<file path="src/hdl/csba_pkg.sv">
// csba_pkg: constants and types for the cache system-side bus arbiter
// assumes a single 100 MHz clock domain
package csba_pkg;
	localparam int unsigned CSBA_ADDR_W_DEF = 32;
	localparam int unsigned CSBA_DATA_W_DEF = 32;
	localparam int unsigned CSBA_IDX_W_DEF  = 8;
	localparam int unsigned CSBA_IDX_LO     = 2;
	localparam logic        CSBA_RST_LVL    = 1'b0;
	localparam logic        CSBA_MODE_MASTER = 1'b1;
	typedef enum logic [1:0] {
		CSBA_OWN,
		CSBA_DRAIN,
		CSBA_GRANTED
	} csba_mst_e;
	typedef enum logic [1:0] {
		CSBA_IDLE,
		CSBA_REQ,
		CSBA_OWNED
	} csba_slv_e;
endpackage

</file>
<file path="src/hdl/csba_arbiter.sv">
// csba_arbiter: system-side bus arbitration and snoop invalidation
// assumes synchronous inputs; directory lookup is done outside this block, which drives only the index and compares the tag
`timescale 1ns/100ps
`default_nettype none
// Behaviour
// RL1: in master mode another master raises the external request to ask for the bus
// RL2: master mode releases bus after current cycle, then raises grant
// RL3: processor-side bus keeps running while another master owns system bus
// RL4: master or slave mode comes from a static strap pin
// RL5: in slave mode request is an output and grant an input
// RL6: slave mode drives system bus only after request then grant
// RL7: system bus carries full address, data and control, run concurrently
// RL8: when not master, watch system writes by others and look up address
// RL9: a snoop hit invalidates the matching directory entry
// RL10: request held until grant and during ownership; grant dropped after request
module csba_arbiter
	import csba_pkg::*;
#(
	parameter int unsigned ADDR_W = CSBA_ADDR_W_DEF,
	parameter int unsigned DATA_W = CSBA_DATA_W_DEF,
	parameter int unsigned IDX_W  = CSBA_IDX_W_DEF
) (
	input  wire logic              clk,
	input  wire logic              rst_b,
	input  wire logic              modeStrap,
	input  wire logic              extBusRequestIn,
	output logic                   extBusRequestOut,
	output logic                   extBusRequestOe_b,
	input  wire logic              extBusGrantIn,
	output logic                   extBusGrantOut,
	output logic                   extBusGrantOe_b,
	input  wire logic              cacheCycReq,
	input  wire logic              cacheCycWrite,
	input  wire logic [ADDR_W-1:0] cacheCycAddr,
	input  wire logic [DATA_W-1:0] cacheCycWdata,
	output logic                   cacheCycDone,
	output logic [DATA_W-1:0]      cacheCycRdata,
	output logic                   cpuBusGrant,
	output logic [ADDR_W-1:0]      sysAddrOut,
	output logic [DATA_W-1:0]      sysDataOut,
	input  wire logic [DATA_W-1:0] sysDataIn,
	output logic                   sysDataOe_b,
	output logic                   sysStrobeOut,
	output logic                   sysWriteOut,
	output logic                   sysCtlOe_b,
	input  wire logic              sysReady,
	input  wire logic              sysStrobeIn,
	input  wire logic              sysWriteIn,
	input  wire logic [ADDR_W-1:0] sysAddrIn,
	input  wire logic [ADDR_W-1:0] dirTag,
	input  wire logic              dirValid,
	output logic [IDX_W-1:0]       dirIdx,
	output logic                   dirInvalidate,
	output logic [IDX_W-1:0]       dirInvalIdx
);
	// byte-lane bits sit below the index field and never pick an entry
	localparam int unsigned IDX_LO = CSBA_IDX_LO;

	logic      rstMeta_r;
	logic      rstSync_r;
	logic      modeMaster_r;
	logic      modeValid_r;
	csba_mst_e mstState_r;
	csba_slv_e slvState_r;
	logic      cycActive_r;
	logic      cycWrite_r;
	logic      snoopPend_r;
	logic [ADDR_W-1:0] snoopAddr_r;
	logic      ownBus;
	logic      cycStart;

	function automatic logic [IDX_W-1:0] idxOf(input logic [ADDR_W-1:0] a);
		return a[IDX_LO +: IDX_W];
	endfunction

	always_ff @(posedge clk or negedge rst_b) begin
		if (!rst_b) begin
			rstMeta_r <= CSBA_RST_LVL;
			rstSync_r <= CSBA_RST_LVL;
		end else begin
			rstMeta_r <= 1'b1;
			rstSync_r <= rstMeta_r;
		end
	end

	// strap caught once after reset release, then frozen
	// a strap moved later is ignored until the next reset
	always_ff @(posedge clk or negedge rstSync_r) begin
		if (!rstSync_r) begin
			modeMaster_r <= CSBA_MODE_MASTER;
			modeValid_r  <= 1'b0;
		end else if (!modeValid_r) begin
			modeMaster_r <= modeStrap; // RL4
			modeValid_r  <= 1'b1;
		end
	end

	// master mode: wait for the running cycle to end before granting
	always_ff @(posedge clk or negedge rstSync_r) begin
		if (!rstSync_r) begin
			mstState_r <= CSBA_OWN;
		end else if (!modeMaster_r || !modeValid_r) begin
			mstState_r <= CSBA_OWN;
		end else begin
			unique case (mstState_r)
			CSBA_OWN:
				if (extBusRequestIn) begin // RL1
					mstState_r <= CSBA_DRAIN;
				end
			// a cycle already on the bus is finished, never cut short
			CSBA_DRAIN:
				if (!cycActive_r || sysReady) begin // RL2
					mstState_r <= CSBA_GRANTED;
				end
			CSBA_GRANTED:
				if (!extBusRequestIn) begin // RL10
					mstState_r <= CSBA_OWN;
				end
			endcase
		end
	end

	// slave mode: request, hold until granted, release when idle
	always_ff @(posedge clk or negedge rstSync_r) begin
		if (!rstSync_r) begin
			slvState_r <= CSBA_IDLE;
		end else if (modeMaster_r || !modeValid_r) begin
			slvState_r <= CSBA_IDLE;
		end else begin
			unique case (slvState_r)
			CSBA_IDLE:
				if (cacheCycReq) begin
					slvState_r <= CSBA_REQ;
				end
			CSBA_REQ:
				if (extBusGrantIn) begin // RL6
					slvState_r <= CSBA_OWNED;
				end
			// hand the bus back once nothing is queued, so others get a turn
			CSBA_OWNED:
				if (!extBusGrantIn) begin
					slvState_r <= CSBA_IDLE;
				end else if (!cycActive_r && !cacheCycReq) begin
					slvState_r <= CSBA_IDLE; // RL10
				end
			endcase
		end
	end

	// master keeps driving through a drain; slave needs the grant still up
	assign ownBus = modeValid_r && (modeMaster_r ?
		(mstState_r != CSBA_GRANTED) :
		(slvState_r == CSBA_OWNED && extBusGrantIn)); // RL6
	// no new cycle once a drain has started
	// the request is still up on the edge that shows done; without the done
	// term a held request would launch the same cycle twice
	assign cycStart = ownBus && !cycActive_r && cacheCycReq &&
		!cacheCycDone &&
		!(modeMaster_r && mstState_r == CSBA_DRAIN);

	// pin directions follow the strap value caught once after reset
	assign extBusRequestOut  = (slvState_r != CSBA_IDLE); // RL5 RL10
	assign extBusRequestOe_b = modeMaster_r || !modeValid_r; // RL5
	assign extBusGrantOut    = (mstState_r == CSBA_GRANTED); // RL2
	assign extBusGrantOe_b   = !(modeMaster_r && modeValid_r); // RL5
	// processor side is never held off by system-bus ownership
	assign cpuBusGrant       = 1'b0; // RL3

	// system-side cycle runs on its own, apart from the processor bus
	always_ff @(posedge clk or negedge rstSync_r) begin
		if (!rstSync_r) begin
			cycActive_r   <= 1'b0;
			cycWrite_r    <= 1'b0;
			sysAddrOut    <= '0;
			sysDataOut    <= '0;
			cacheCycDone  <= 1'b0;
			cacheCycRdata <= '0;
		end else begin
			cacheCycDone <= 1'b0;
			if (cycStart) begin // RL7
				cycActive_r <= 1'b1;
				cycWrite_r  <= cacheCycWrite;
				sysAddrOut  <= cacheCycAddr;
				sysDataOut  <= cacheCycWdata;
			end else if (cycActive_r && sysReady) begin
				cycActive_r   <= 1'b0;
				cacheCycDone  <= 1'b1;
				cacheCycRdata <= sysDataIn;
			end
		end
	end

	assign sysStrobeOut = cycActive_r;
	assign sysWriteOut  = cycWrite_r;
	assign sysCtlOe_b   = !ownBus; // RL6
	assign sysDataOe_b  = !(ownBus && cycActive_r && cycWrite_r);

	// snoop: capture foreign write, look up next cycle
	// address is taken every cycle; only the pending flag qualifies it
	always_ff @(posedge clk or negedge rstSync_r) begin
		if (!rstSync_r) begin
			snoopPend_r <= 1'b0;
			snoopAddr_r <= '0;
		end else begin
			snoopPend_r <= !ownBus && sysStrobeIn && sysWriteIn; // RL8
			snoopAddr_r <= sysAddrIn;
		end
	end

	assign dirIdx = idxOf(snoopAddr_r); // RL8

	always_ff @(posedge clk or negedge rstSync_r) begin
		if (!rstSync_r) begin
			dirInvalidate <= 1'b0;
			dirInvalIdx   <= '0;
		end else begin
			// tag compare covers the full address; index bits agree by construction
			// back-to-back hits simply pulse again, one per snooped write
			dirInvalidate <= snoopPend_r && dirValid &&
				(dirTag == snoopAddr_r); // RL9
			dirInvalIdx   <= idxOf(snoopAddr_r);
		end
	end
endmodule
`default_nettype wire

</file>
<file path="config.mk">
export PLATFORM = sky130hd
export DESIGN_NAME = csba_arbiter
export DESIGN_NICKNAME = d
export VERILOG_FILES = /design/src/hdl/csba_pkg.sv /design/src/hdl/csba_arbiter.sv
export SDC_FILE = /design/constraint.sdc
export NUM_CORES = 1
export LEC_CHECK = 0
export BUFFER_PORTS_ARGS = -buffer_cell sky130_fd_sc_hd__buf_4
export CAP_MARGIN = 20
export CORE_UTILIZATION = 45
export CTS_BUF_LIST = sky130_fd_sc_hd__clkbuf_8 sky130_fd_sc_hd__clkbuf_16
export CTS_CLUSTER_DIAMETER = 50
export DETAILED_ROUTE_END_ITERATION = 12
export GPL_TIMING_DRIVEN = 0
export PLACE_DENSITY = 0.83
export REMOVE_ABC_BUFFERS = 1
export SLEW_MARGIN = 20
export SYNTH_ARGS = -nofsm -noshare
export SYNTH_HDL_FRONTEND = slang
export SYNTH_SLANG_ARGS = --single-unit
</file>
<file path="constraint.sdc">
create_clock -name clk -period 5.4 [get_ports clk]
set_clock_uncertainty 0.2 [all_clocks]
set_input_delay 0 -clock clk [delete_from_list [all_inputs] [get_ports clk]]
set_output_delay 0 -clock clk [all_outputs]
set_load 0.03 [all_outputs]
</file>
==> results of run 1 <==
worst reg2reg max path: stages, from the launching register on:
cell and delay [ns]:
dfrtp_1 0.40, inv_1 0.08, ha_1 0.22, and2b_1 0.22, o21ai_2 0.12, a2111oi_4 0.44, buf_4 0.29, buf_4 0.25
buf_4 0.24, buf_4 0.24, buf_6 0.19, mux2_1 0.35
final cells by class:
cell class                      instances  area (µm²)
Antenna cell                            1        2.50
Timing Repair Buffer                  444        3740
Tap cell                              168         210
Fill cell                             589        2040
Inverter                               10        37.5
Clock inverter                         11         133
Clock buffer                           21         480
Multi-Input combinational cell        177        1740
Sequential cell                       149        3730
Yosys cell counts, drive strengths merged:
library cell | number | share of area
xnor2 | 16 | 0.025
a21o | 1 | 0.0013
nor4 | 4 | 0.0044
and3b | 1 | 0.0016
a21oi | 2 | 0.0018
o211ai | 1 | 0.0013
nor3 | 1 | 0.00089
nand3 | 3 | 0.0027
buf | 19 | 0.025
nand2 | 4 | 0.0027
nor2 | 2 | 0.0013
or4 | 1 | 0.0013
or2 | 1 | 0.0011
a311oi | 1 | 0.0016
o221ai | 1 | 0.0016
nand2b | 2 | 0.0022
conb | 2 | 0.0013
a2111oi | 1 | 0.0049
o21ai | 2 | 0.0024
dfrtp | 148 | 0.66
and3 | 1 | 0.0011
ha | 7 | 0.016
dfstp | 1 | 0.0047
xor2 | 16 | 0.025
nand4 | 4 | 0.0044
and2b | 1 | 0.0013
mux2i | 3 | 0.0053
inv | 10 | 0.0067
nand3b | 1 | 0.0013
mux2 | 97 | 0.19
placed cells by master, fill, tap and decap left out, drive strengths merged:
cell type    synthesis  final
nand2b               2      2
and2b                1      1
nor3                 1      1
a2111oi              1      1
conb                 2      3
nand3                3      3
xor2                16     16
nor4                 4      4
or2                  1      1
a21oi                2      2
o21ai                2      2
ha                   7      7
nand4                4      4
xnor2               16     16
mux2i                3      3
clkinv               0      4
nand2                4      4
a21o                 1      1
dlygate4sd3          0    144
diode                0      1
o221ai               1      1
a311oi               1      1
o211ai               1      1
clkinvlp             0      2
and3b                1      1
mux2                97     97
nor2                 2      2
or4                  1      1
inv                 10     12
dfstp                1      1
dfrtp              148    148
clkbuf               0     21
and3                 1      1
buf                 19    300
bufinv               0      3
nand3b               1      1
power groups by stage:
stage / clock network, µW / registers [µW] / logic (µW)
2_1_floorplan: 0 / 2100 / 265
4_1_cts: 1220 / 1560 / 1540
6_report: 1210 / 1580 / 1570
5_1_grt: 1280 / 1610 / 1620
3_3_place_gp: 0 / 1570 / 1400
3_5_place_dp: 0 / 1570 / 1440
logic make-up after synthesis:
kind of cell / count (synthesis)
adders and majority gates: 7
AOI/OAI and AO/OA: 9
DFF: 149
other: 2
muxes: 100
xor gates and xnor gates: 32
and+or+nand+nor: 26
buffers and inverters: 29
through the flow:
stage          total power (µW)  TNS [ns]  worst slack, ns
2_1_floorplan              2370         0            0.743
3_3_place_gp               2960    -90.47           -0.630
3_5_place_dp               3010         0             2.04
4_1_cts                    4320         0             2.03
5_1_grt                    4510         0             1.83
6_report                   4360         0             2.04
state kept, by name (all words and copies together), names as in the netlist:
| signal | count |
|---|---|
| sysDataOut | 32 |
| sysStrobeOut | 1 |
| sysWriteOut | 1 |
| slvState_r | 2 |
| sysAddrOut | 32 |
| mstState_r | 2 |
| cacheCycDone | 1 |
| modeMaster_r | 1 |
| dirInvalidate | 1 |
| cacheCycRdata | 32 |
| snoopPend_r | 1 |
| dirInvalIdx | 8 |
| rstMeta_r | 1 |
| snoopAddr_r | 32 |
| modeValid_r | 1 |
| rstSync_r | 1 |
per-layer routing:
layer,track usage,part of all wire,vias up
li1,-,-,2093
met1,0.280,0.34,2285
met2,0.547,0.56,208
met3,0.0765,0.062,46
met4,0.145,0.039,0
met5,0,0,-
repair_timing:
action | 4_1_cts | 5_1_grt
hold buffers | 144 | 0
resized for setup | 0 | 0
endpoints found under the hold margin | 139 | 0
path summary, 6_finish.rpt:
check / to / slack [ns] / depth (start not counted)
min in group asynchronous: sysDataOut[10]$_DFFE_PN0P_ / 0.15 / 0
worst min register to register: sysDataOut[10]$_DFFE_PN0P_ / 0.15 / 0
max in group asynchronous: modeMaster_r$_DFFE_PN1N_ / 4.14 / 1
worst max register to register: sysAddrOut[3]$_DFFE_PN0P_ / 2.04 / 11
worst max-delay path: sysAddrOut[3]$_DFFE_PN0P_ / 2.04 / 11
worst min-delay path: snoopAddr_r[6]$_DFF_PN0_ / 0.03 / 2
==> impl_metrics.prom, run 1 <==
# TYPE chip_impl_metric gauge
chip_impl_metric{name="yosysWarningCount",unit=""} 0
chip_impl_metric{name="detail_route.wl_per_cell",unit="µm"} 18.5
chip_impl_info{name="cpMostUsedCell",value="buf_4"} 1
chip_impl_metric{name="netSwitchingPower",unit="µW"} 1500
chip_impl_metric{name="clock_sinks",unit=""} 149
chip_impl_info{name="worst_setup_path_startpoint",value="mstState_r[0]$_DFFE_PN0P_"} 1
chip_impl_metric{name="global_route.usage.total",unit=""} 0.286
chip_impl_metric{name="grt_pass1_wl",unit="µm"} 27200
chip_impl_info{name="r2r-start",value="mstState_r[0]$_DFFE_PN0P_"} 1
chip_impl_metric{name="cts-buffers-inserted",unit=""} 17
chip_impl_metric{name="initial_drt_markers",unit=""} 148
chip_impl_info{name="clock-root-buffer",value="clkbuf_16"} 1
chip_impl_metric{name="synth_cell_types",unit=""} 35
chip_impl_metric{name="hold_violations",unit=""} 0
chip_impl_metric{name="post_drt_antenna_nets",unit=""} 0
chip_impl_metric{name="placementRows",unit=""} 40
chip_impl_metric{name="p_seq_frac",unit=""} 0.363
chip_impl_metric{name="globalRouteOverflowTotal",unit=""} 0
chip_impl_metric{name="maximum_number_of_pins_on_one_net_before_global_route_repair",unit=""} 57
chip_impl_metric{name="final_cell_utilization_of_the_core",unit=""} 0.832
chip_impl_info{name="crit_type",value="flop to flop"} 1
chip_impl_metric{name="io_buffers",unit=""} 292
chip_impl_metric{name="design.portCount",unit=""} 294
chip_impl_metric{name="start_util",unit=""} 0.466
chip_impl_info{name="path_type_of_the_worst_min_delay_path",value="input port to flop"} 1
chip_impl_info{name="outcome",value="complete, no violations"} 1
chip_impl_metric{name="critical_path_fanouts_max",unit=""} 12
chip_impl_metric{name="max_cap_viol_count",unit=""} 0
chip_impl_metric{name="power_per_cell_area",unit="nW/µm²"} 433
chip_impl_metric{name="number_of_global_route_vias_before_repair",unit=""} 5275
chip_impl_info{name="family_with_the_most_delay_on_the_worst_path",value="buffers and inverters"} 1
chip_impl_metric{name="areaGrowthSynthToFinish",unit="%"} 78.7
chip_impl_metric{name="synth-compound-area-share",unit=""} 0.0149
chip_impl_metric{name="max_slew.worst_pin.slew",unit="ns"} 0.745
chip_impl_info{name="tritoncts",value="yes"} 1
chip_impl_info{name="synth_top_family_by_area",value="multiplexers"} 1
chip_impl_metric{name="max_stage_delay",unit="ns"} 0.44
chip_impl_info{name="cp-end-kind",value="flop"} 1
chip_impl_metric{name="finalMaxSlewViolations",unit=""} 0
chip_impl_metric{name="post_synth.cell_area_avg",unit="µm²"} 15.9
chip_impl_metric{name="cp.arrival",unit="ns"} 3.44
chip_impl_metric{name="synth.yosys.seq_area_share",unit=""} 0.661
chip_impl_metric{name="clk_path_buf_depth",unit=""} 2
chip_impl_metric{name="max-vdd-ir-drop",unit="mV"} 0.396
chip_impl_metric{name="floorplan.core_area",unit="µm²"} 12100
chip_impl_info{name="worstPathCellList",value="inv_1 > ha_1 > and2b_1 > o21ai_2 > a2111oi_4 > buf_4 > buf_4 > buf_4 > buf_4 > buf_6 > mux2_1"} 1
chip_impl_metric{name="hpwlAfterDp",unit="µm"} 10300
chip_impl_metric{name="clock_tree.htree_level_count",unit=""} 4
chip_impl_metric{name="post_synth_mux_area_share",unit=""} 0.199
chip_impl_metric{name="cell_internal_pwr",unit="µW"} 2860
chip_impl_metric{name="drc",unit=""} 0
chip_impl_metric{name="synth_adder_area_share",unit=""} 0.0155
chip_impl_metric{name="syn_area",unit="µm²"} 5640
chip_impl_metric{name="postLayoutCellArea",unit="µm²"} 10100
chip_impl_metric{name="p_leak",unit="µW"} 0.00485
chip_impl_metric{name="gp_congestion",unit=""} 0.747
chip_impl_metric{name="fin_crit_sh",unit=""} 0.622
chip_impl_metric{name="power_switching_share",unit=""} 0.344
chip_impl_metric{name="period_needed",unit="ns"} 3.36
chip_impl_metric{name="clock_latency",unit="ns"} 0.41
chip_impl_info{name="grt_setup_unrepaired",value="no"} 1
chip_impl_metric{name="dpl-instance-area",unit="µm²"} 8020
chip_impl_metric{name="finalNonFillerCells",unit=""} 981
chip_impl_metric{name="synth_xor_area_frac",unit=""} 0.0497
chip_impl_metric{name="floorplan.die_area",unit="µm²"} 13000
chip_impl_metric{name="max_clock_freq",unit="MHz"} 298
chip_impl_metric{name="via_count",unit=""} 4632
chip_impl_metric{name="dieWidth",unit="µm"} 114
chip_impl_metric{name="drt-pass1-iter-count",unit=""} 4
chip_impl_metric{name="nNetsFinal",unit=""} 977
chip_impl_metric{name="route.detailed.vias_per_inst",unit=""} 4.72
chip_impl_info{name="startpoint_type",value="flop"} 1
chip_impl_metric{name="worstPathBufferInverterCount",unit=""} 6
chip_impl_metric{name="synth-simple-area-share",unit=""} 0.0264
chip_impl_metric{name="clk_transition_reported_paths",unit="ns"} 0.06
chip_impl_metric{name="floorplan.die.height",unit="µm"} 114
chip_impl_metric{name="max-slew-margin-rel",unit=""} 0.502
chip_impl_metric{name="initial_antenna_violation_count",unit=""} 1
chip_impl_metric{name="netlist_instances",unit=""} 354
chip_impl_metric{name="totalWireLength",unit="µm"} 18100
chip_impl_metric{name="report.final.setup_viol",unit=""} 0
chip_impl_info{name="min_from",value="sysAddrIn[6]"} 1
chip_impl_metric{name="number_of_register_bits_inferred_by_synthesis",unit=""} 149
chip_impl_metric{name="power_frac_clock",unit=""} 0.278
chip_impl_metric{name="place_inst",unit=""} 804
chip_impl_info{name="slowest_stage",value="a2111oi_4"} 1
chip_impl_metric{name="pwr-share-comb",unit=""} 0.360
chip_impl_metric{name="data_required_time_at_the_worst_endpoint",unit="ns"} 5.48
chip_impl_metric{name="ratio_of_cells_with_drive_above_1_in_the_final_layout",unit=""} 0.485
chip_impl_metric{name="cts.repair_timing.setup_buffer_count",unit=""} 0
chip_impl_metric{name="timing.hold.ws",unit="ns"} 0.0259
No activity file was read; power rests on OpenSTA's default activity.
==> inputs of run 2 (changes only) <==
--- a/config.mk
+++ b/config.mk
@@ -5,6 +5,7 @@
 export SDC_FILE = /design/constraint.sdc
 export NUM_CORES = 1
 export LEC_CHECK = 0
+export ABC_AREA = 1
 export BUFFER_PORTS_ARGS = -buffer_cell sky130_fd_sc_hd__buf_4
 export CAP_MARGIN = 20
 export CORE_UTILIZATION = 45
@@ -12,7 +13,7 @@
 export CTS_CLUSTER_DIAMETER = 50
 export DETAILED_ROUTE_END_ITERATION = 12
 export GPL_TIMING_DRIVEN = 0
-export PLACE_DENSITY = 0.83
+export PLACE_DENSITY = 0.81
 export REMOVE_ABC_BUFFERS = 1
 export SLEW_MARGIN = 20
 export SYNTH_ARGS = -nofsm -noshare
==> constraint.sdc (replaced) <==
create_clock -name clk -period 3.3 [get_ports clk]
set_clock_uncertainty 0.2 [all_clocks]
set_input_delay 0 -clock clk [delete_from_list [all_inputs] [get_ports clk]]
set_output_delay 0 -clock clk [all_outputs]
set_load 0.03 [all_outputs]
==> impl_metrics.prom, run 2 <==
# TYPE chip_impl_metric gauge
chip_impl_info{name="main_flop_type_after_synthesis",value="dfrtp_1"} 1
chip_impl_metric{name="floorplan.core_area",unit="µm²"} 13200
chip_impl_metric{name="ratio_of_cells_with_drive_above_1_in_the_final_layout",unit=""} 0.324
chip_impl_metric{name="max_clock_freq",unit="MHz"} 322
chip_impl_metric{name="cp.arrival",unit="ns"} 3.24
chip_impl_metric{name="clock_sinks",unit=""} 149
chip_impl_info{name="layout_common_cells",value="292 x buf_4, 234 x nand2_1, 147 x dfrtp_1, 147 x dlygate4sd3_1, 119 x inv_1"} 1
chip_impl_metric{name="netlist_instances",unit=""} 668
chip_impl_metric{name="clk_transition_reported_paths",unit="ns"} 0.06
chip_impl_metric{name="cts.repair_timing.setup_buffer_count",unit=""} 0
chip_impl_metric{name="netlist.area_leader.share",unit=""} 0.604
chip_impl_metric{name="syn_area",unit="µm²"} 6130
chip_impl_metric{name="p_seq_frac",unit=""} 0.357
chip_impl_metric{name="totalNegativeSetupSlack",unit="ns"} 0
chip_impl_metric{name="synth_edf_count",unit=""} 0
chip_impl_info{name="cp-end-kind",value="flop"} 1
chip_impl_metric{name="max_cap_viol_count",unit=""} 0
chip_impl_metric{name="initial_drt_markers",unit=""} 464
chip_impl_metric{name="global_route.usage.total",unit=""} 0.293
chip_impl_metric{name="max-vdd-ir-drop",unit="mV"} 0.507
chip_impl_metric{name="number_of_global_route_vias_before_repair",unit=""} 6255
chip_impl_metric{name="netSwitchingPower",unit="µW"} 2650
chip_impl_metric{name="nNetsFinal",unit=""} 1282
chip_impl_info{name="synthTopCellsByCount",value="234 x nand2_1, 148 x dfrtp_1, 119 x inv_1, 40 x o21ai_1, 27 x nor2_1"} 1
chip_impl_info{name="path_type_of_the_worst_min_delay_path",value="input port to flop"} 1
chip_impl_metric{name="report.final.setup_viol",unit=""} 0
chip_impl_metric{name="final.fill_count",unit=""} 755
chip_impl_metric{name="async_flop_share",unit=""} 1.00
chip_impl_info{name="synth_most_common_cell",value="nand2_1"} 1
chip_impl_info{name="crit_type",value="flop to flop"} 1
chip_impl_metric{name="final_cell_utilization_of_the_core",unit=""} 0.797
chip_impl_info{name="synth_top_cells_by_area",value="dfrtp_1 60%, nand2_1 14%, inv_1 7.3%"} 1
chip_impl_metric{name="drt-pass1-iter-count",unit=""} 6
chip_impl_info{name="outcome",value="complete, no violations"} 1
chip_impl_metric{name="globalRouteOverflowTotal",unit=""} 0
chip_impl_metric{name="critical_path_fanouts_max",unit=""} 3
chip_impl_metric{name="synth.yosys.seq_area_share",unit=""} 0.609
chip_impl_metric{name="synth_cell_types",unit=""} 26
chip_impl_metric{name="reg2reg_setup_slack",unit="ns"} 0.20
chip_impl_metric{name="dieWidth",unit="µm"} 119
chip_impl_info{name="startpoint_type",value="flop"} 1
chip_impl_metric{name="io_buffers",unit=""} 292
chip_impl_metric{name="hold_violations",unit=""} 0
chip_impl_metric{name="floorplan.die_area",unit="µm²"} 14100
chip_impl_metric{name="route.detailed.vias_per_inst",unit=""} 4.66
chip_impl_metric{name="placementRows",unit=""} 42
chip_impl_metric{name="start_util",unit=""} 0.463
chip_impl_metric{name="cts-hold-fix-buffers",unit=""} 147
chip_impl_metric{name="power_per_cell_area",unit="nW/µm²"} 683
chip_impl_metric{name="initial_antenna_violation_count",unit=""} 1
chip_impl_metric{name="cts_resized",unit=""} 0
chip_impl_info{name="layout.cells.most_common",value="buf_4"} 1
chip_impl_metric{name="period_needed",unit="ns"} 3.10
chip_impl_metric{name="max-slew-margin-rel",unit=""} 0.347
chip_impl_info{name="clock-root-buffer",value="clkbuf_16"} 1
chip_impl_info{name="grt_setup_unrepaired",value="no"} 1
chip_impl_metric{name="cts-buffers-inserted",unit=""} 17
chip_impl_info{name="synth.largest_area_cell",value="dfrtp_1"} 1
chip_impl_metric{name="p_leak",unit="µW"} 0.00577
chip_impl_metric{name="number_of_register_bits_inferred_by_synthesis",unit=""} 149
chip_impl_metric{name="gp_congestion",unit=""} 0.788
chip_impl_metric{name="pwr-share-comb",unit=""} 0.364
chip_impl_metric{name="areaGrowthSynthToFinish",unit="%"} 72.3
chip_impl_metric{name="post_synth_mux_area_share",unit=""} 0
chip_impl_metric{name="clk_path_buf_depth",unit=""} 2
chip_impl_metric{name="power_frac_clock",unit=""} 0.279
chip_impl_metric{name="totalWireLength",unit="µm"} 20100
chip_impl_metric{name="via_count",unit=""} 6028
chip_impl_metric{name="synth-compound-area-share",unit=""} 0.0852
chip_impl_metric{name="clock_tree.htree_level_count",unit=""} 4
chip_impl_metric{name="synth_xor_area_frac",unit=""} 0.0114
chip_impl_metric{name="design.portCount",unit=""} 294
chip_impl_metric{name="grt_pass1_wl",unit="µm"} 31500
chip_impl_metric{name="max_slew.worst_pin.slew",unit="ns"} 0.978
chip_impl_metric{name="hpwlAfterDp",unit="µm"} 11200
chip_impl_metric{name="finalMaxSlewViolations",unit=""} 0
chip_impl_info{name="synth_top_family_by_area",value="simple AND/OR/NAND/NOR gates"} 1
chip_impl_metric{name="synth-simple-area-share",unit=""} 0.170
chip_impl_metric{name="fin_crit_sh",unit=""} 0.940
chip_impl_metric{name="post_synth.cell_area_avg",unit="µm²"} 9.17
chip_impl_info{name="tritoncts",value="yes"} 1
chip_impl_metric{name="post_drt_antenna_nets",unit=""} 0
chip_impl_metric{name="timing.hold.ws",unit="ns"} 0.0359
chip_impl_metric{name="power_switching_share",unit=""} 0.368
chip_impl_metric{name="data_required_time_at_the_worst_endpoint",unit="ns"} 3.44
chip_impl_metric{name="detail_route.wl_per_cell",unit="µm"} 15.5
chip_impl_metric{name="cell_internal_pwr",unit="µW"} 4560
chip_impl_metric{name="clock_latency",unit="ns"} 0.42
chip_impl_metric{name="yosysWarningCount",unit=""} 0
chip_impl_metric{name="drc",unit=""} 0
chip_impl_metric{name="maximum_number_of_pins_on_one_net_before_global_route_repair",unit=""} 63
chip_impl_metric{name="floorplan.die.height",unit="µm"} 119
chip_impl_metric{name="synth_adder_area_share",unit=""} 0.0143
run 2: cell count changes after synthesis, moves of 13 or more:
cell / delta
inv_1: +109
xor2_1: -13
nand2_1: +230
o21ai_2: +24
nor2_1: +25
mux2_1: -39
o21ai_1: +40
mux2_2: -58
run 2: cell type report:
cell class / instances / area [µm²] / share of cell area
Sequential cell: 149 / 3730 / 0.354
Clock buffer: 20 / 467 / 0.0442
Inverter: 120 / 450 / 0.0427
Clock inverter: 12 / 151 / 0.0143
Antenna cell: 1 / 2.50 / 0.000237
Timing Repair Buffer: 445 / 3790 / 0.359
Multi-Input combinational cell: 371 / 1740 / 0.165
Tap cell: 176 / 220 / 0.0209
run 2: critical path, stage by stage, from the launching register on:
cell           delay, ns
dfrtp_1             0.40
inv_1               0.09
nor2_1              0.05
nor2_1              0.11
nand2_1             0.08
dlygate4sd3_1       0.56
nor3_1              0.13
dlygate4sd3_1       0.57
nand3_1             0.07
dlygate4sd3_1       0.60
nor2_1              0.15
run 2: metrics by stage:
stage | setup slack [ns] | std cells | instance area [µm²] | total power [µW]
after floorplan | -1.36 | 640 | 5910 | 3910
after global placement | -3.14 | 1108 | 8330 | 4890
after detailed placement | 0.631 | 1113 | 8450 | 4960
after CTS | 0.393 | 1292 | 10500 | 7110
after global routing | 0.0994 | 1294 | 10600 | 7500
final | 0.199 | 1294 | 10600 | 7210
run 2: routing by layer:
layer | track usage | vias to the layer above | part of all wire
met5 | 0 | - | 0
met4 | 0.123 | 0 | 0.032
met3 | 0.0801 | 49 | 0.082
met2 | 0.532 | 301 | 0.52
met1 | 0.320 | 2826 | 0.36
li1 | - | 2852 | -
run 2: kinds of logic (layout without fill, tap and decap cells):
group / after synthesis / after routing
buffers and inverters: 149 / 597
adder cells (fa/ha/maj): 7 / 7
AND/OR/NAND/NOR: 272 / 272
AO/OA/AOI/OAI: 81 / 81
flip-flops: 149 / 149
XOR/XNOR: 8 / 8
other: 2 / 4
run 2: path summary, 6_finish.rpt:
| path | endpoint | cells past startpoint | startpoint |
|---|---|---|---|
| setup / recovery | dirInvalidate$_DFF_PN0_ | 10 | snoopAddr_r[3]$_DFF_PN0_ |
| hold / removal | snoopAddr_r[14]$_DFF_PN0_ | 2 | sysAddrIn[14] |
| setup reg to reg | dirInvalidate$_DFF_PN0_ | 10 | snoopAddr_r[3]$_DFF_PN0_ |
| hold reg to reg | mstState_r[1]$_DFFE_PN0P_ | 0 | rstSync_r$_DFF_PN0_ |
| max in group asynchronous | cacheCycRdata[19]$_DFFE_PN0P_ | 2 | rstSync_r$_DFF_PN0_ |
| min in group asynchronous | mstState_r[1]$_DFFE_PN0P_ | 0 | rstSync_r$_DFF_PN0_ |
run 2: power by group through the flow:
stage          Combinational [µW]  Clock (µW)  Sequential [µW]
2_1_floorplan                 500           0             3410
3_3_place_gp                 2320           0             2570
3_5_place_dp                 2400           0             2560
4_1_cts                      2550        2030             2530
5_1_grt                      2770        2120             2610
6_report                     2620        2010             2570
==> inputs of run 3 (changes only) <==
--- a/config.mk
+++ b/config.mk
@@ -8,6 +8,8 @@
 export ABC_AREA = 1
 export BUFFER_PORTS_ARGS = -buffer_cell sky130_fd_sc_hd__buf_4
 export CAP_MARGIN = 20
+export CORE_ASPECT_RATIO = 1.75
+export CORE_MARGIN = 4
 export CORE_UTILIZATION = 45
 export CTS_BUF_LIST = sky130_fd_sc_hd__clkbuf_8 sky130_fd_sc_hd__clkbuf_16
 export CTS_CLUSTER_DIAMETER = 50
@@ -15,6 +17,7 @@
 export GPL_TIMING_DRIVEN = 0
 export PLACE_DENSITY = 0.81
 export REMOVE_ABC_BUFFERS = 1
+export SETUP_SLACK_MARGIN = 0.5
 export SLEW_MARGIN = 20
 export SYNTH_ARGS = -nofsm -noshare
 export SYNTH_HDL_FRONTEND = slang
==> impl_metrics.prom, run 3 (synthesized netlist as in run 2, its figures left out) <==
# TYPE chip_impl_metric gauge
chip_impl_metric{name="floorplan.die_area",unit="µm²"} 15600
chip_impl_metric{name="globalRouteOverflowTotal",unit=""} 0
chip_impl_metric{name="clock_sinks",unit=""} 149
chip_impl_metric{name="drt-pass1-iter-count",unit=""} 7
chip_impl_metric{name="max_clock_freq",unit="MHz"} 377
chip_impl_metric{name="nNetsFinal",unit=""} 1302
chip_impl_metric{name="number_of_global_route_vias_before_repair",unit=""} 7177
chip_impl_metric{name="clk_transition_reported_paths",unit="ns"} 0.06
chip_impl_info{name="startpoint_type",value="flop"} 1
chip_impl_info{name="slowest_stage",value="dlygate4sd3_1"} 1
chip_impl_metric{name="period_needed",unit="ns"} 2.65
chip_impl_metric{name="dieWidth",unit="µm"} 96.2
chip_impl_metric{name="p_leak",unit="µW"} 0.00583
chip_impl_metric{name="gp_congestion",unit=""} 0.845
chip_impl_metric{name="max-vdd-ir-drop",unit="mV"} 0.450
chip_impl_metric{name="initial_antenna_violation_count",unit=""} 2
chip_impl_metric{name="clock_latency",unit="ns"} 0.41
chip_impl_metric{name="critical_path_fanouts_max",unit=""} 3
chip_impl_info{name="crit_type",value="flop to flop"} 1
chip_impl_metric{name="max-slew-margin-rel",unit=""} 0.541
chip_impl_info{name="layout.cells.most_common",value="buf_4"} 1
chip_impl_metric{name="ratio_of_cells_with_drive_above_1_in_the_final_layout",unit=""} 0.319
chip_impl_metric{name="global_route.usage.total",unit=""} 0.314
chip_impl_metric{name="total_design_power",unit="µW"} 7240
chip_impl_metric{name="initial_drt_markers",unit=""} 363
chip_impl_metric{name="whs_path_depth",unit=""} 2
chip_impl_metric{name="cp.arrival",unit="ns"} 2.78
chip_impl_metric{name="drc",unit=""} 0
chip_impl_info{name="worstPathCellList",value="inv_1 > nor2_1 > nor2_1 > nand2_1 > dlygate4sd3_1 > nor3_1 > dlygate4sd3_1 > nand3_1 > nor2_1"} 1
chip_impl_metric{name="report.final.setup_viol",unit=""} 0
chip_impl_metric{name="fin_crit_sh",unit=""} 0.803
chip_impl_metric{name="totalNegativeSetupSlack",unit="ns"} 0
chip_impl_metric{name="via_count",unit=""} 6483
chip_impl_metric{name="floorplan.die.height",unit="µm"} 162
chip_impl_info{name="clock-root-buffer",value="clkbuf_16"} 1
chip_impl_info{name="path_type_of_the_worst_min_delay_path",value="input port to flop"} 1
chip_impl_metric{name="io_buffers",unit=""} 292
chip_impl_metric{name="start_util",unit=""} 0.458
chip_impl_metric{name="data_required_time_at_the_worst_endpoint",unit="ns"} 3.43
chip_impl_info{name="outcome",value="complete, no violations"} 1
chip_impl_metric{name="post_drt_antenna_nets",unit=""} 0
chip_impl_metric{name="cts-buffers-inserted",unit=""} 17
chip_impl_metric{name="power_per_cell_area",unit="nW/µm²"} 675
chip_impl_metric{name="max_cap_viol_count",unit=""} 0
chip_impl_metric{name="route.detailed.vias_per_inst",unit=""} 4.93
chip_impl_info{name="grt_setup_unrepaired",value="no"} 1
chip_impl_metric{name="hpwlAfterDp",unit="µm"} 12400
chip_impl_info{name="tritoncts",value="yes"} 1
chip_impl_metric{name="design.portCount",unit=""} 294
chip_impl_info{name="layout_common_cells",value="292 x buf_4, 233 x nand2_1, 168 x dlygate4sd3_1"} 1
chip_impl_metric{name="placementRows",unit=""} 56
chip_impl_metric{name="hold_violations",unit=""} 0
chip_impl_metric{name="finalMaxSlewViolations",unit=""} 0
chip_impl_metric{name="ff2ff_path_depth",unit=""} 9
chip_impl_metric{name="clock_tree.htree_level_count",unit=""} 4
chip_impl_metric{name="floorplan.core_area",unit="µm²"} 13400
chip_impl_metric{name="totalWireLength",unit="µm"} 23900
chip_impl_metric{name="cts.repair_timing.setup_buffer_count",unit=""} 0
chip_impl_metric{name="max_slew.worst_pin.slew",unit="ns"} 0.687
chip_impl_info{name="cpMostUsedCell",value="nor2_1"} 1
chip_impl_info{name="cp-end-kind",value="flop"} 1
chip_impl_metric{name="areaGrowthSynthToFinish",unit="%"} 75.0
chip_impl_metric{name="clk_path_buf_depth",unit=""} 2
chip_impl_metric{name="max_stage_delay",unit="ns"} 0.58
chip_impl_metric{name="grt_pass1_wl",unit="µm"} 37100
chip_impl_metric{name="detail_route.wl_per_cell",unit="µm"} 18.2
chip_impl_metric{name="final.fill_count",unit=""} 730
chip_impl_metric{name="maximum_number_of_pins_on_one_net_before_global_route_repair",unit=""} 58
==> run 3: cell count changes in the layout (fill, tap and decap cells not counted), sizes merged <==
cell / change
bufinv: -1
clkinvlp: +3
clkbuf: -3
inv: +5
diode: +2
dlygate4sd3: +21
buf: -2
clkinv: -3
==> run 3: path summary, 6_finish.rpt <==
path	start	end	slack [ns]
min in group asynchronous	rstSync_r$_DFF_PN0_	sysAddrOut[1]$_DFFE_PN0P_	0.14
worst max-delay path	snoopAddr_r[3]$_DFF_PN0_	dirInvalidate$_DFF_PN0_	0.65
worst max register to register	snoopAddr_r[3]$_DFF_PN0_	dirInvalidate$_DFF_PN0_	0.65
max in group asynchronous	rstSync_r$_DFF_PN0_	modeMaster_r$_DFFE_PN1N_	2.07
worst min register to register	rstSync_r$_DFF_PN0_	sysAddrOut[1]$_DFFE_PN0P_	0.14
worst min-delay path	sysAddrIn[25]	snoopAddr_r[25]$_DFF_PN0_	0.05
==> run 3: what timing repair did <==
action,CTS,global route
gates resized for setup,0,3
setup endpoints to repair,0,32
endpoints found under the hold margin,139,0
hold buffers,168,0
==> run 3: cell type report <==
| cell class | instances | area, µm² | area share |
|---|---|---|---|
| Timing Repair inverter | 1 | 7.51 | 0.000700 |
| Antenna cell | 3 | 7.51 | 0.000700 |
| Clock buffer | 17 | 425 | 0.0397 |
| Sequential cell | 149 | 3730 | 0.348 |
| Clock inverter | 15 | 168 | 0.0156 |
| Tap cell | 174 | 218 | 0.0203 |
| Inverter | 120 | 454 | 0.0423 |
| Timing Repair Buffer | 464 | 3970 | 0.370 |
| Multi-Input combinational cell | 371 | 1740 | 0.163 |
==> run 3: per-layer routing <==
metal  track usage  part of all wire  vias to the layer above
met5             0                 0                        -
met4         0.207             0.068                        0
met3         0.107             0.095                      137
met2         0.530              0.52                      413
met1         0.319              0.31                     3033
li1              -                 -                     2900
==> run 3: through the flow <==
stage / cells / hold slack (ns) / utilization / area, µm² / setup slack, ns
6_report: 1314 / 0.0472 / 0.801 / 10700 / 0.649
5_1_grt: 1313 / 0.0444 / 0.801 / 10700 / 0.520
4_1_cts: 1310 / 0.0337 / 0.800 / 10700 / 0.589
3_5_place_dp: 1110 / -0.415 / 0.630 / 8430 / 0.587
3_3_place_gp: 1106 / -0.417 / 0.622 / 8320 / -2.98
2_1_floorplan: 640 / -0.496 / - / 5910 / -1.36
==> run 3: power by group <==
part | total, µW | switching, µW | internal (µW)
logic | 2710 | 1650 | 1060
registers | 2590 | 313 | 2270
clock network | 1950 | 811 | 1140
==> run 3: critical path: cells and delay by family, from the launching register on <==
family / cells / cell delay (ns)
buffers and inverters: 3 / 1.26
and+or+nand+nor: 6 / 0.62
DFF: 1 / 0.49
